`src/cos_pkg.sv`:
```
// Package for the clock output shadow register block.
// Assumes a single 100 MHz clock domain and an AXI4-Lite register bus.
`default_nettype none
package cos_pkg;
    // ****************************************************************
    // Register map
    // ****************************************************************
    localparam logic [15:0] CSR_OFFSET         = 16'h8110;
    localparam logic [15:0] LOGIC_CLK_OFFSET   = 16'h8114;
    localparam logic [15:0] GP_CLK_OFFSET      = 16'h8118;
    localparam logic [15:0] ADC1_CLK_OFFSET    = 16'h811C;
    localparam logic [15:0] ADC2_CLK_OFFSET    = 16'h8120;
    localparam logic [15:0] ADDR_MASK          = 16'hFFFF;
    // ****************************************************************
    // Field layout
    // ****************************************************************
    localparam int ADDR_CODE_LSB     = 0;
    localparam int DELAY_LSB         = 4;
    localparam int DIVIDE_LSB        = 8;
    localparam int LOCAL_EN_BIT      = 16;
    localparam int PATH_LSB          = 17;
    localparam int SOFT_RESET_BIT    = 31;
    localparam int CSR_BUSY_BIT      = 0;
    localparam int CSR_GLOBAL_EN_BIT = 4;
    localparam logic [31:0] CTRL_WRITE_MASK = 32'h0007_FFF0;
    // ****************************************************************
    // Reset values and fixed codes
    // ****************************************************************
    localparam logic [3:0]  ADDR_CODE_LOGIC = 4'h0;
    localparam logic [3:0]  ADDR_CODE_GP    = 4'h1;
    localparam logic [3:0]  ADDR_CODE_ADC1  = 4'h3;
    localparam logic [3:0]  ADDR_CODE_ADC2  = 4'h4;
    localparam logic [7:0]  DIVIDE_RESET    = 8'h01;
    localparam logic [31:0] CTRL_RESET      = 32'h0000_0100;
    // ****************************************************************
    // Path select codes
    // ****************************************************************
    localparam logic [1:0] PATH_BYPASS  = 2'h0;
    localparam logic [1:0] PATH_DIVIDE  = 2'h1;
    localparam logic [1:0] PATH_DELAY   = 2'h2;
    localparam logic [1:0] PATH_BOTH    = 2'h3;
    // ****************************************************************
    // Timing
    // ****************************************************************
    localparam int CLK_MHZ           = 100;
    localparam int SOFT_RESET_US     = 10;
    localparam int SOFT_RESET_CYCLES = SOFT_RESET_US * CLK_MHZ;
    localparam int SER_DIV           = 4;
    localparam int SER_BITS          = 32;
    localparam int DELAY_STEP_PS     = 150;
    localparam int DELAY_BASE_PS     = 400;
    function automatic logic [3:0] cos_addr_code(input logic [1:0] idx);
        case (idx)
            2'h0:    cos_addr_code = ADDR_CODE_LOGIC;
            2'h1:    cos_addr_code = ADDR_CODE_GP;
            2'h2:    cos_addr_code = ADDR_CODE_ADC1;
            default: cos_addr_code = ADDR_CODE_ADC2;
        endcase
    endfunction : cos_addr_code
endpackage : cos_pkg
`default_nettype wire

```
`src/cos_ser_if.sv`:
```
// Interface between register block and serial shifter.
// Assumes both ends share one clock.
`default_nettype none
interface cos_ser_if;
    logic        start;
    logic [31:0] word;
    logic        busy;
    modport regs  (output start, output word, input busy);
    modport shift (input start, input word, output busy);
endinterface : cos_ser_if
`default_nettype wire

```
`src/cos_ser_shift.sv`:
```
// Serial shifter that loads one 32-bit word into the clock conditioner.
// Assumes start is only raised while busy is low.
`default_nettype none
module cos_ser_shift
    import cos_pkg::*;
#(
    parameter int DIV = SER_DIV
) (
    // Clock and reset
    input  wire logic clk,
    input  wire logic rst_n,
    // Control
    cos_ser_if.shift  ctl,
    // Serial pins
    output var logic  ser_clk,
    output var logic  ser_data,
    output var logic  ser_latch
);
    initial begin
        if (DIV < 2) $error("DIV must be at least 2");
    end
    typedef enum logic [1:0] {
        SH_IDLE  = 2'b00,
        SH_SHIFT = 2'b01,
        SH_LATCH = 2'b10
    } cos_sh_state_type;
    typedef struct packed {
        cos_sh_state_type st;
        logic [31:0]      sr;
        logic [5:0]       bits;
        logic [7:0]       div;
        logic             sclk;
        logic             latch;
    } cos_sh_type;
    cos_sh_type s_q, s_d;
    always_comb begin
        s_d = s_q;
        case (s_q.st)
            SH_IDLE: begin
                s_d.latch = 1'b0;
                if (ctl.start) begin
                    s_d.st   = SH_SHIFT;
                    s_d.sr   = ctl.word;
                    s_d.bits = 6'h00;
                    s_d.div  = 8'h00;
                end
            end
            SH_SHIFT: begin
                s_d.div = s_q.div + 8'h01;
                if (s_q.div == 8'(DIV - 1)) begin
                    s_d.div  = 8'h00;
                    s_d.sclk = ~s_q.sclk;
                    if (s_q.sclk) begin
                        s_d.sr   = {s_q.sr[30:0], 1'b0};
                        s_d.bits = s_q.bits + 6'h01;
                        if (s_q.bits == 6'(SER_BITS - 1)) begin
                            s_d.st = SH_LATCH;
                        end
                    end
                end
            end
            SH_LATCH: begin
                s_d.latch = 1'b1;
                s_d.div   = s_q.div + 8'h01;
                if (s_q.div == 8'(DIV - 1)) begin
                    s_d.st = SH_IDLE;
                end
            end
            default: s_d.st = SH_IDLE;
        endcase
    end
    always_ff @(posedge clk or negedge rst_n) begin
        if (!rst_n) begin
            s_q <= '0;
        end else begin
            s_q <= s_d;
        end
    end
    // Busy stays high until the last cycle of the latch pulse; ser_latch drops one cycle after busy falls.
    assign ctl.busy  = (s_q.st != SH_IDLE);
    assign ser_clk   = s_q.sclk;
    assign ser_data  = s_q.sr[31];
    assign ser_latch = s_q.latch;
endmodule : cos_ser_shift
`default_nettype wire

```
`src/cos_top.sv`:
```
// Top of the clock output shadow register block.
// Assumes an AXI4-Lite master with 32-bit data and one 100 MHz clock.
//
// The implementer's own choice: register access over AXI4-Lite.
`default_nettype none

// Summary of operation
// Four control registers at 8114h-8120h.
// Low nibble holds fixed address code.
// Bits 7-4 select output delay.
// Bits 15-8 divider code, reset 01h.
// Bit 16 enables its own output.
// Output needs local and global enable.
// Bits 18-17 pick divide or delay.
// Board reset leaves registers unchanged.
// Power-up or bit 31 resets them.
// Reset clears all but documented defaults.
// Only full 32-bit accesses are accepted.
// Each accepted control-register write, except a bit-31 soft reset, is shifted to conditioner.
// Busy shown at CSR bit 0.
// Host waits for busy before writing.
// Path codes bypass, divide, delay, both.
// Bit 31 self-clears, reset up to 10us.
// CSR bit 4 is global output enable.
// Busy high during whole serial programming.
// Busy rises at write, falls after latch.
// Reads return shadow with address code.
module cos_top
    import cos_pkg::*;
#(
    parameter int SOFT_RESET_CNT = SOFT_RESET_CYCLES
) (
    // Clock and resets
    input  wire logic        clk,
    input  wire logic        reset_n,
    input  wire logic        board_reset_n,

    // AXI4-Lite write address
    input  wire logic [15:0] s_axi_awaddr,
    input  wire logic        s_axi_awvalid,
    output var logic         s_axi_awready,

    // AXI4-Lite write data
    input  wire logic [31:0] s_axi_wdata,
    input  wire logic [3:0]  s_axi_wstrb,
    input  wire logic        s_axi_wvalid,
    output var logic         s_axi_wready,

    // AXI4-Lite write response
    output var logic [1:0]   s_axi_bresp,
    output var logic         s_axi_bvalid,
    input  wire logic        s_axi_bready,

    // AXI4-Lite read address
    input  wire logic [15:0] s_axi_araddr,
    input  wire logic        s_axi_arvalid,
    output var logic         s_axi_arready,

    // AXI4-Lite read data
    output var logic [31:0]  s_axi_rdata,
    output var logic [1:0]   s_axi_rresp,
    output var logic         s_axi_rvalid,
    input  wire logic        s_axi_rready,

    // Conditioner serial pins
    output var logic         ser_clk,
    output var logic         ser_data,
    output var logic         ser_latch,

    // Decoded output controls
    output var logic [3:0]   clk_out_drive,
    output var logic [7:0]   clk_out_divide [4],
    output var logic [3:0]   clk_out_delay [4],
    output var logic [1:0]   clk_out_path [4],
    output var logic         soft_reset_active
);

    initial begin
        if (SOFT_RESET_CNT < 1 || SOFT_RESET_CNT > 65535) $error("SOFT_RESET_CNT out of range");
    end

    // ****************************************************************
    // Reset synchroniser
    // ****************************************************************
    logic [1:0] rst_sync_q;
    always_ff @(posedge clk or negedge reset_n) begin
        if (!reset_n) begin
            rst_sync_q <= 2'h0;
        end else begin
            rst_sync_q <= {rst_sync_q[0], 1'b1};
        end
    end
    logic rst_n;
    assign rst_n = rst_sync_q[1];

    // Board reset is only synchronised; the shadow registers ignore it.
    // Its idle level is high, so the synchroniser resets high to show no false board reset.
    logic [1:0] brd_sync_q;
    always_ff @(posedge clk or negedge rst_n) begin
        if (!rst_n) begin
            brd_sync_q <= 2'h3;
        end else begin
            brd_sync_q <= {brd_sync_q[0], board_reset_n};
        end
    end

    // ****************************************************************
    // State
    // ****************************************************************
    typedef struct packed {
        logic [3:0][31:0] ctrl;
        logic             global_en;
        logic             aw_got;
        logic             w_got;
        logic [15:0]      awaddr;
        logic [31:0]      wdata;
        logic [3:0]       wstrb;
        logic             bvalid;
        logic [1:0]       bresp;
        logic             rvalid;
        logic [31:0]      rdata;
        logic [1:0]       rresp;
        logic             start;
        logic [31:0]      word;
        logic [15:0]      srst_cnt;
    } cos_state_type;

    cos_state_type r_q, r_d;
    cos_ser_if ser ();

    function automatic logic [2:0] cos_decode(input logic [15:0] a);
        case (a & ADDR_MASK)
            LOGIC_CLK_OFFSET: cos_decode = 3'h0;
            GP_CLK_OFFSET:    cos_decode = 3'h1;
            ADC1_CLK_OFFSET:  cos_decode = 3'h2;
            ADC2_CLK_OFFSET:  cos_decode = 3'h3;
            CSR_OFFSET:       cos_decode = 3'h4;
            default:          cos_decode = 3'h7;
        endcase
    endfunction : cos_decode

    function automatic logic [31:0] cos_ctrl_reset(input logic [1:0] idx);
        cos_ctrl_reset = CTRL_RESET | {28'h0, cos_addr_code(idx)};
    endfunction : cos_ctrl_reset

    logic        busy;
    logic [2:0]  wsel;
    logic [2:0]  rsel;
    logic        wr_fire;
    logic [31:0] csr_rd;

    assign busy   = ser.busy | r_q.start | (r_q.srst_cnt != 16'h0000);
    assign wsel   = cos_decode(r_q.awaddr);
    assign rsel   = cos_decode(s_axi_araddr);
    assign csr_rd = {27'h0, r_q.global_en, 3'h0, busy};
    assign wr_fire = r_q.aw_got & r_q.w_got & ~r_q.bvalid;

    // ****************************************************************
    // Next state
    // ****************************************************************
    always_comb begin
        r_d       = r_q;
        r_d.start = 1'b0;
        if (r_q.srst_cnt != 16'h0000) begin
            r_d.srst_cnt = r_q.srst_cnt - 16'h0001;
        end

        if (s_axi_awvalid & s_axi_awready) begin
            r_d.aw_got = 1'b1;
            r_d.awaddr = s_axi_awaddr;
        end

        if (s_axi_wvalid & s_axi_wready) begin
            r_d.w_got = 1'b1;
            r_d.wdata = s_axi_wdata;
            r_d.wstrb = s_axi_wstrb;
        end

        if (wr_fire) begin
            r_d.aw_got = 1'b0;
            r_d.w_got  = 1'b0;
            r_d.bvalid = 1'b1;
            r_d.bresp  = 2'h0;
            if (wsel == 3'h7 || r_q.wstrb != 4'hF) begin
                r_d.bresp = 2'h2;
            end else if (wsel == 3'h4) begin
                r_d.global_en = r_q.wdata[CSR_GLOBAL_EN_BIT];
            end else if (wsel == 3'h0 && r_q.wdata[SOFT_RESET_BIT]) begin
                // Soft reset restores every shadow and the bit reads back as zero.
                for (int i = 0; i < 4; i++) begin
                    r_d.ctrl[i] = cos_ctrl_reset(2'(i));
                end
                r_d.srst_cnt = 16'(SOFT_RESET_CNT);
            end else if (!busy) begin
                r_d.ctrl[wsel[1:0]] = (r_q.wdata & CTRL_WRITE_MASK) | {28'h0, cos_addr_code(wsel[1:0])};
                r_d.start = 1'b1;
                r_d.word  = r_d.ctrl[wsel[1:0]];
            end else begin
                // A write during programming would corrupt the shifted word.
                r_d.bresp = 2'h2;
            end
        end

        if (r_q.bvalid & s_axi_bready) begin
            r_d.bvalid = 1'b0;
        end

        if (s_axi_arvalid & s_axi_arready) begin
            r_d.rvalid = 1'b1;
            r_d.rresp  = 2'h0;
            case (rsel)
                3'h4:    r_d.rdata = csr_rd;
                3'h7: begin
                    r_d.rdata = 32'h0000_0000;
                    r_d.rresp = 2'h2;
                end
                default: r_d.rdata = r_q.ctrl[rsel[1:0]];
            endcase
        end

        if (r_q.rvalid & s_axi_rready) begin
            r_d.rvalid = 1'b0;
        end
    end

    // Only power-up reset reaches this register; board reset does not.
    always_ff @(posedge clk or negedge rst_n) begin
        if (!rst_n) begin
            r_q          <= '0;
            r_q.ctrl[0]  <= {CTRL_RESET[31:4], ADDR_CODE_LOGIC};
            r_q.ctrl[1]  <= {CTRL_RESET[31:4], ADDR_CODE_GP};
            r_q.ctrl[2]  <= {CTRL_RESET[31:4], ADDR_CODE_ADC1};
            r_q.ctrl[3]  <= {CTRL_RESET[31:4], ADDR_CODE_ADC2};
        end else begin
            r_q <= r_d;
        end
    end

    // ****************************************************************
    // Serial shifter
    // ****************************************************************
    assign ser.start = r_q.start;
    assign ser.word  = r_q.word;
    cos_ser_shift #(.DIV(SER_DIV)) u_shift (
        .clk       (clk),
        .rst_n     (rst_n),
        .ctl       (ser),
        .ser_clk   (ser_clk),
        .ser_data  (ser_data),
        .ser_latch (ser_latch)
    );

    // ****************************************************************
    // Bus outputs
    // ****************************************************************
    assign s_axi_awready = ~r_q.aw_got & ~r_q.bvalid;
    assign s_axi_wready  = ~r_q.w_got & ~r_q.bvalid;
    assign s_axi_bvalid  = r_q.bvalid;
    assign s_axi_bresp   = r_q.bresp;
    assign s_axi_arready = ~r_q.rvalid;
    assign s_axi_rvalid  = r_q.rvalid;
    assign s_axi_rdata   = r_q.rdata;
    assign s_axi_rresp   = r_q.rresp;
    assign soft_reset_active = (r_q.srst_cnt != 16'h0000);

    // ****************************************************************
    // Output controls
    // ****************************************************************
    always_comb begin
        for (int i = 0; i < 4; i++) begin
            clk_out_drive[i]  = r_q.ctrl[i][LOCAL_EN_BIT] & r_q.global_en;
            clk_out_divide[i] = r_q.ctrl[i][DIVIDE_LSB +: 8];
            clk_out_delay[i]  = r_q.ctrl[i][DELAY_LSB +: 4];
            clk_out_path[i]   = r_q.ctrl[i][PATH_LSB +: 2];
        end
    end
endmodule : cos_top
`default_nettype wire
```
`config.mk`:
```
export PLATFORM = sky130hd
export DESIGN_NAME = cos_top
export DESIGN_NICKNAME = d
export VERILOG_FILES = /design/src/cos_pkg.sv /design/src/cos_ser_if.sv /design/src/cos_ser_shift.sv /design/src/cos_top.sv
export SDC_FILE = /design/constraint.sdc
export NUM_CORES = 1
export LEC_CHECK = 0
export BUFFER_PORTS_ARGS = -buffer_cell sky130_fd_sc_hd__buf_2
export CAP_MARGIN = 30
export CORE_MARGIN = 2
export CORE_UTILIZATION = 50
export CTS_CLUSTER_DIAMETER = 50
export DETAILED_ROUTE_END_ITERATION = 10
export PLACE_DENSITY_LB_ADDON = 0.1
export SKIP_CTS_REPAIR_TIMING = 1
export SLEW_MARGIN = 20
export SYNTH_ARGS = -nofsm -noshare
export SYNTH_HDL_FRONTEND = slang
export SYNTH_SLANG_ARGS = --single-unit
```
`constraint.sdc`:
```
create_clock -name clk -period 9.9 [get_ports clk]
set_input_delay 0 -clock clk [delete_from_list [all_inputs] [get_ports clk]]
set_output_delay 0 -clock clk [all_outputs]
set_load 0.02 [all_outputs]
```
==> results.toml <==
[run_status]
status = "complete, but fails checks"
violations = "negative hold slack"

[clocking]
cts_buffers = 39
cts_tree = "built"
clockRootBuffer = "clkbuf_16"
cts_num_sinks = 304
clkSlewWorstSetupHoldPaths_ns = 0.06
clk_latency_ns = 0.53
cts_max_level = 2
clockBufferDepth = 3

[timing]
hold_ws_ns = -0.07451
max-slew-margin-rel_pct = 36.51
worst_pin_slew_ns = 0.9513
min_period_over_period_pct = 50.27
skew_ns = 0.01921
period_needed_ns = 4.977
rsz0062_at_grt = "no"
finalSetupTns_ns = 0
final_hold_viol_count = 1
fmaxAchievable_mhz = 200.9
final-max-slew-violation-count = 0
finalSetupViolCount = 0
setup_slack_ns = 4.923

[logic_synthesis]
yosysWarningCount = 0
synth.largest_area_cell = "dfrtp_1"
async_flop_share_pct = 100.0
ys.flop_type = "dfrtp_1"
synth_top_cell_area_share_pct = 49.27
yosysUniqueCellTypes = 70
syn_avg_cell_area_um2 = 9.910
synth-seq-cells = 304
netlist_instances = 1517
ys_top_cells_by_area = "dfrtp_1 49%, buf_4 4.6%, o21ai_0 3.7%, a22o_1 3.6%, a21oi_1 3.6%"
synth_seq_area_share_pct = 50.67
synth_edf_count = 0
yosys-top-cells-count = "296 x dfrtp_1, 138 x nor2_1, 110 x o21ai_0, 107 x a21oi_1, 94 x nand2_1"
synth.most_common_cell = "dfrtp_1"
syn_area_mm2 = 0.01503

[floorplanning]
rows = 63
ios = 181
initial_utilization_pct = 50.72
die_x_um = 177.4
fp.coreArea_mm2 = 0.02964
die_h_um = 177.4
dieArea_mm2 = 0.03147

[power_and_ir_drop]
power_density_mw_per_mm2 = 184.6
leakage_nw = 7.959
ir_drop_v = 0.0001567

[grt]
grt_max_degree = 164
grt_pass1_vias = 11228
antenna_found_initial = 0
overflow = 0
track_usage_pct = 25.47
grt_pass1_wl_mm = 63.00

[critical_path]
path_max_fanout = 20
worstSetupEndpointType = "register"
cp-start-kind = "register"
critPathKind = "register to register"
required_ns = 10.35
arrival_ns = 5.43

[placement]
place_hpwl_mm = 23.89
pre_cts_ws_ns = 5.030
dpl.cell_count = 1894
port_buffers = 161
gp_routability_congestion = 0.7991

[final_layout]
area_growth_pct = 14.82
final_cells = 2010
n_antenna_cell = 0
drive_above_1_share_pct = 21.17
final_nets = 1678
multi_input_area_mm2 = 0.006193
fillers = 2605
seqCellArea_mm2 = 0.007621

[drt]
drt-total-wl_mm = 40.15
ant_nets = 0
vias_per_cell = 5.869
drc = 0
wl_per_cell_um = 19.97
dr.pass1.iters = 6
num_vias = 11796
drtIter0Drc = 914

[run]
maxCapViolCount = 0

[min_path]
hold_class = "input port to register"
==> final cells by class <==
type | instances | share of cell area [%]
timing repair buffer | 229 | 8.647
clock buffer | 53 | 6.669
sequential | 304 | 44.15
clock inverter | 18 | 1.080
multi-input combinational | 982 | 35.88
inverter | 34 | 0.7466
tap | 390 | 2.827
==> flip-flops by register name, summed over array words and instances, names as in the netlist <==
| signal | cells |
|---|---|
| clk_out_delay | 16 |
| clk_out_divide | 32 |
| clk_out_path | 8 |
| csr_rd | 1 |
| r_q | 126 |
| rst_sync_q | 2 |
| s_axi_bresp | 1 |
| s_axi_bvalid | 1 |
| s_axi_rdata | 32 |
| s_axi_rresp | 1 |
| s_axi_rvalid | 1 |
| ser.start | 1 |
| ser.word | 32 |
| u_shift.s_q | 47 |
| u_shift.ser_clk | 1 |
| u_shift.ser_data | 1 |
| u_shift.ser_latch | 1 |
==> cells in the final DEF, fill, tap and decap left out, drive strengths merged, types with 13 or more instances in the layout <==
master / count
o22ai: 18
a21oi: 107
a211oi: 33
buf: 186
inv: 32
a22o: 62
xnor2: 14
nand2: 95
dlygate4sd3: 43
dfrtp: 296
clkbuf: 53
o311ai: 14
o221a: 16
and2: 52
nor2: 140
clkinv: 13
mux2i: 35
nand3: 43
nor2b: 38
o21ai: 110
a31oi: 36
o31a: 16
mux2: 38
==> through the flow <==
| stage | hold WS [ns] | utilization [%] | instance area, um^2 | power (mW) |
|---|---|---|---|---|
| after floorplan | -0.2956 | - | 15040 | 1.643 |
| after global placement | -0.2152 | 51.88 | 15380 | 1.733 |
| after detailed placement | -0.2136 | 52.09 | 15440 | 1.739 |
| after CTS | -0.7645 | 56.60 | 16780 | 3.185 |
| after global routing | 0.008024 | 58.24 | 17260 | 3.309 |
| final | -0.07451 | 58.24 | 17260 | 3.186 |
==> power by group <==
part / internal, mW / total [mW] / switching, mW
Sequential: 1.33 / 1.43 / 0.105
Combinational: 0.157 / 0.307 / 0.150
Clock: 0.896 / 1.45 / 0.551
Total: 2.38 / 3.19 / 0.806
==> kinds of logic after synthesis <==
family / synth area share (%)
compound gates: 19.45
simple gates: 14.18
flops: 50.67
buf+inv: 8.364
mux: 5.177
xor+xnor: 1.107
fa+ha+maj: 0.9987
other cells: 0.04996
==> routing by layer <==
layer | routed length, um | share of wire, % | track usage [%] | vias to the layer above
met5 | 0 | 0 | 0 | -
met4 | 821 | 2.0 | 7.377 | 0
met3 | 2403 | 6.0 | 4.370 | 63
met2 | 18250 | 45 | 39.01 | 363
met1 | 18670 | 46 | 37.28 | 5913
li1 | - | - | - | 5457
==> critical path, cell delays in order, from the launching register on <==
cell,delay [ns]
dfrtp_1,0.41
nor4b_1,0.60
nand3_1,0.11
or2_2,0.54
inv_1,0.19
ha_1,0.43
clkinv_1,0.74
nand2_1,0.36
a211oi_4,0.10
a21o_1,0.21
nand2_1,0.68
buf_4,0.35
a22o_1,0.17
==> final timing paths <==
check,slack [ns],endpoint,cells after the start,start
setup / recovery,4.92,clk_out_divide[21]$_DFFE_PN0P_,12,r_q[128]$_DFFE_PN0P_
max in group asynchronous,8.50,r_q[225]$_DFFE_PN0P_,1,rst_sync_q[1]$_DFF_PN0_
hold reg to reg,0.20,clk_out_delay[3]$_DFFE_PN0P_,0,rst_sync_q[1]$_DFF_PN0_
min in group asynchronous,0.20,clk_out_delay[3]$_DFFE_PN0P_,0,rst_sync_q[1]$_DFF_PN0_
hold / removal,-0.07,s_axi_rresp[1]$_DFFE_PN0P_,5,s_axi_araddr[6]
setup reg to reg,4.92,clk_out_divide[21]$_DFFE_PN0P_,12,r_q[128]$_DFFE_PN0P_
Power figures use the tool's default switching activity.
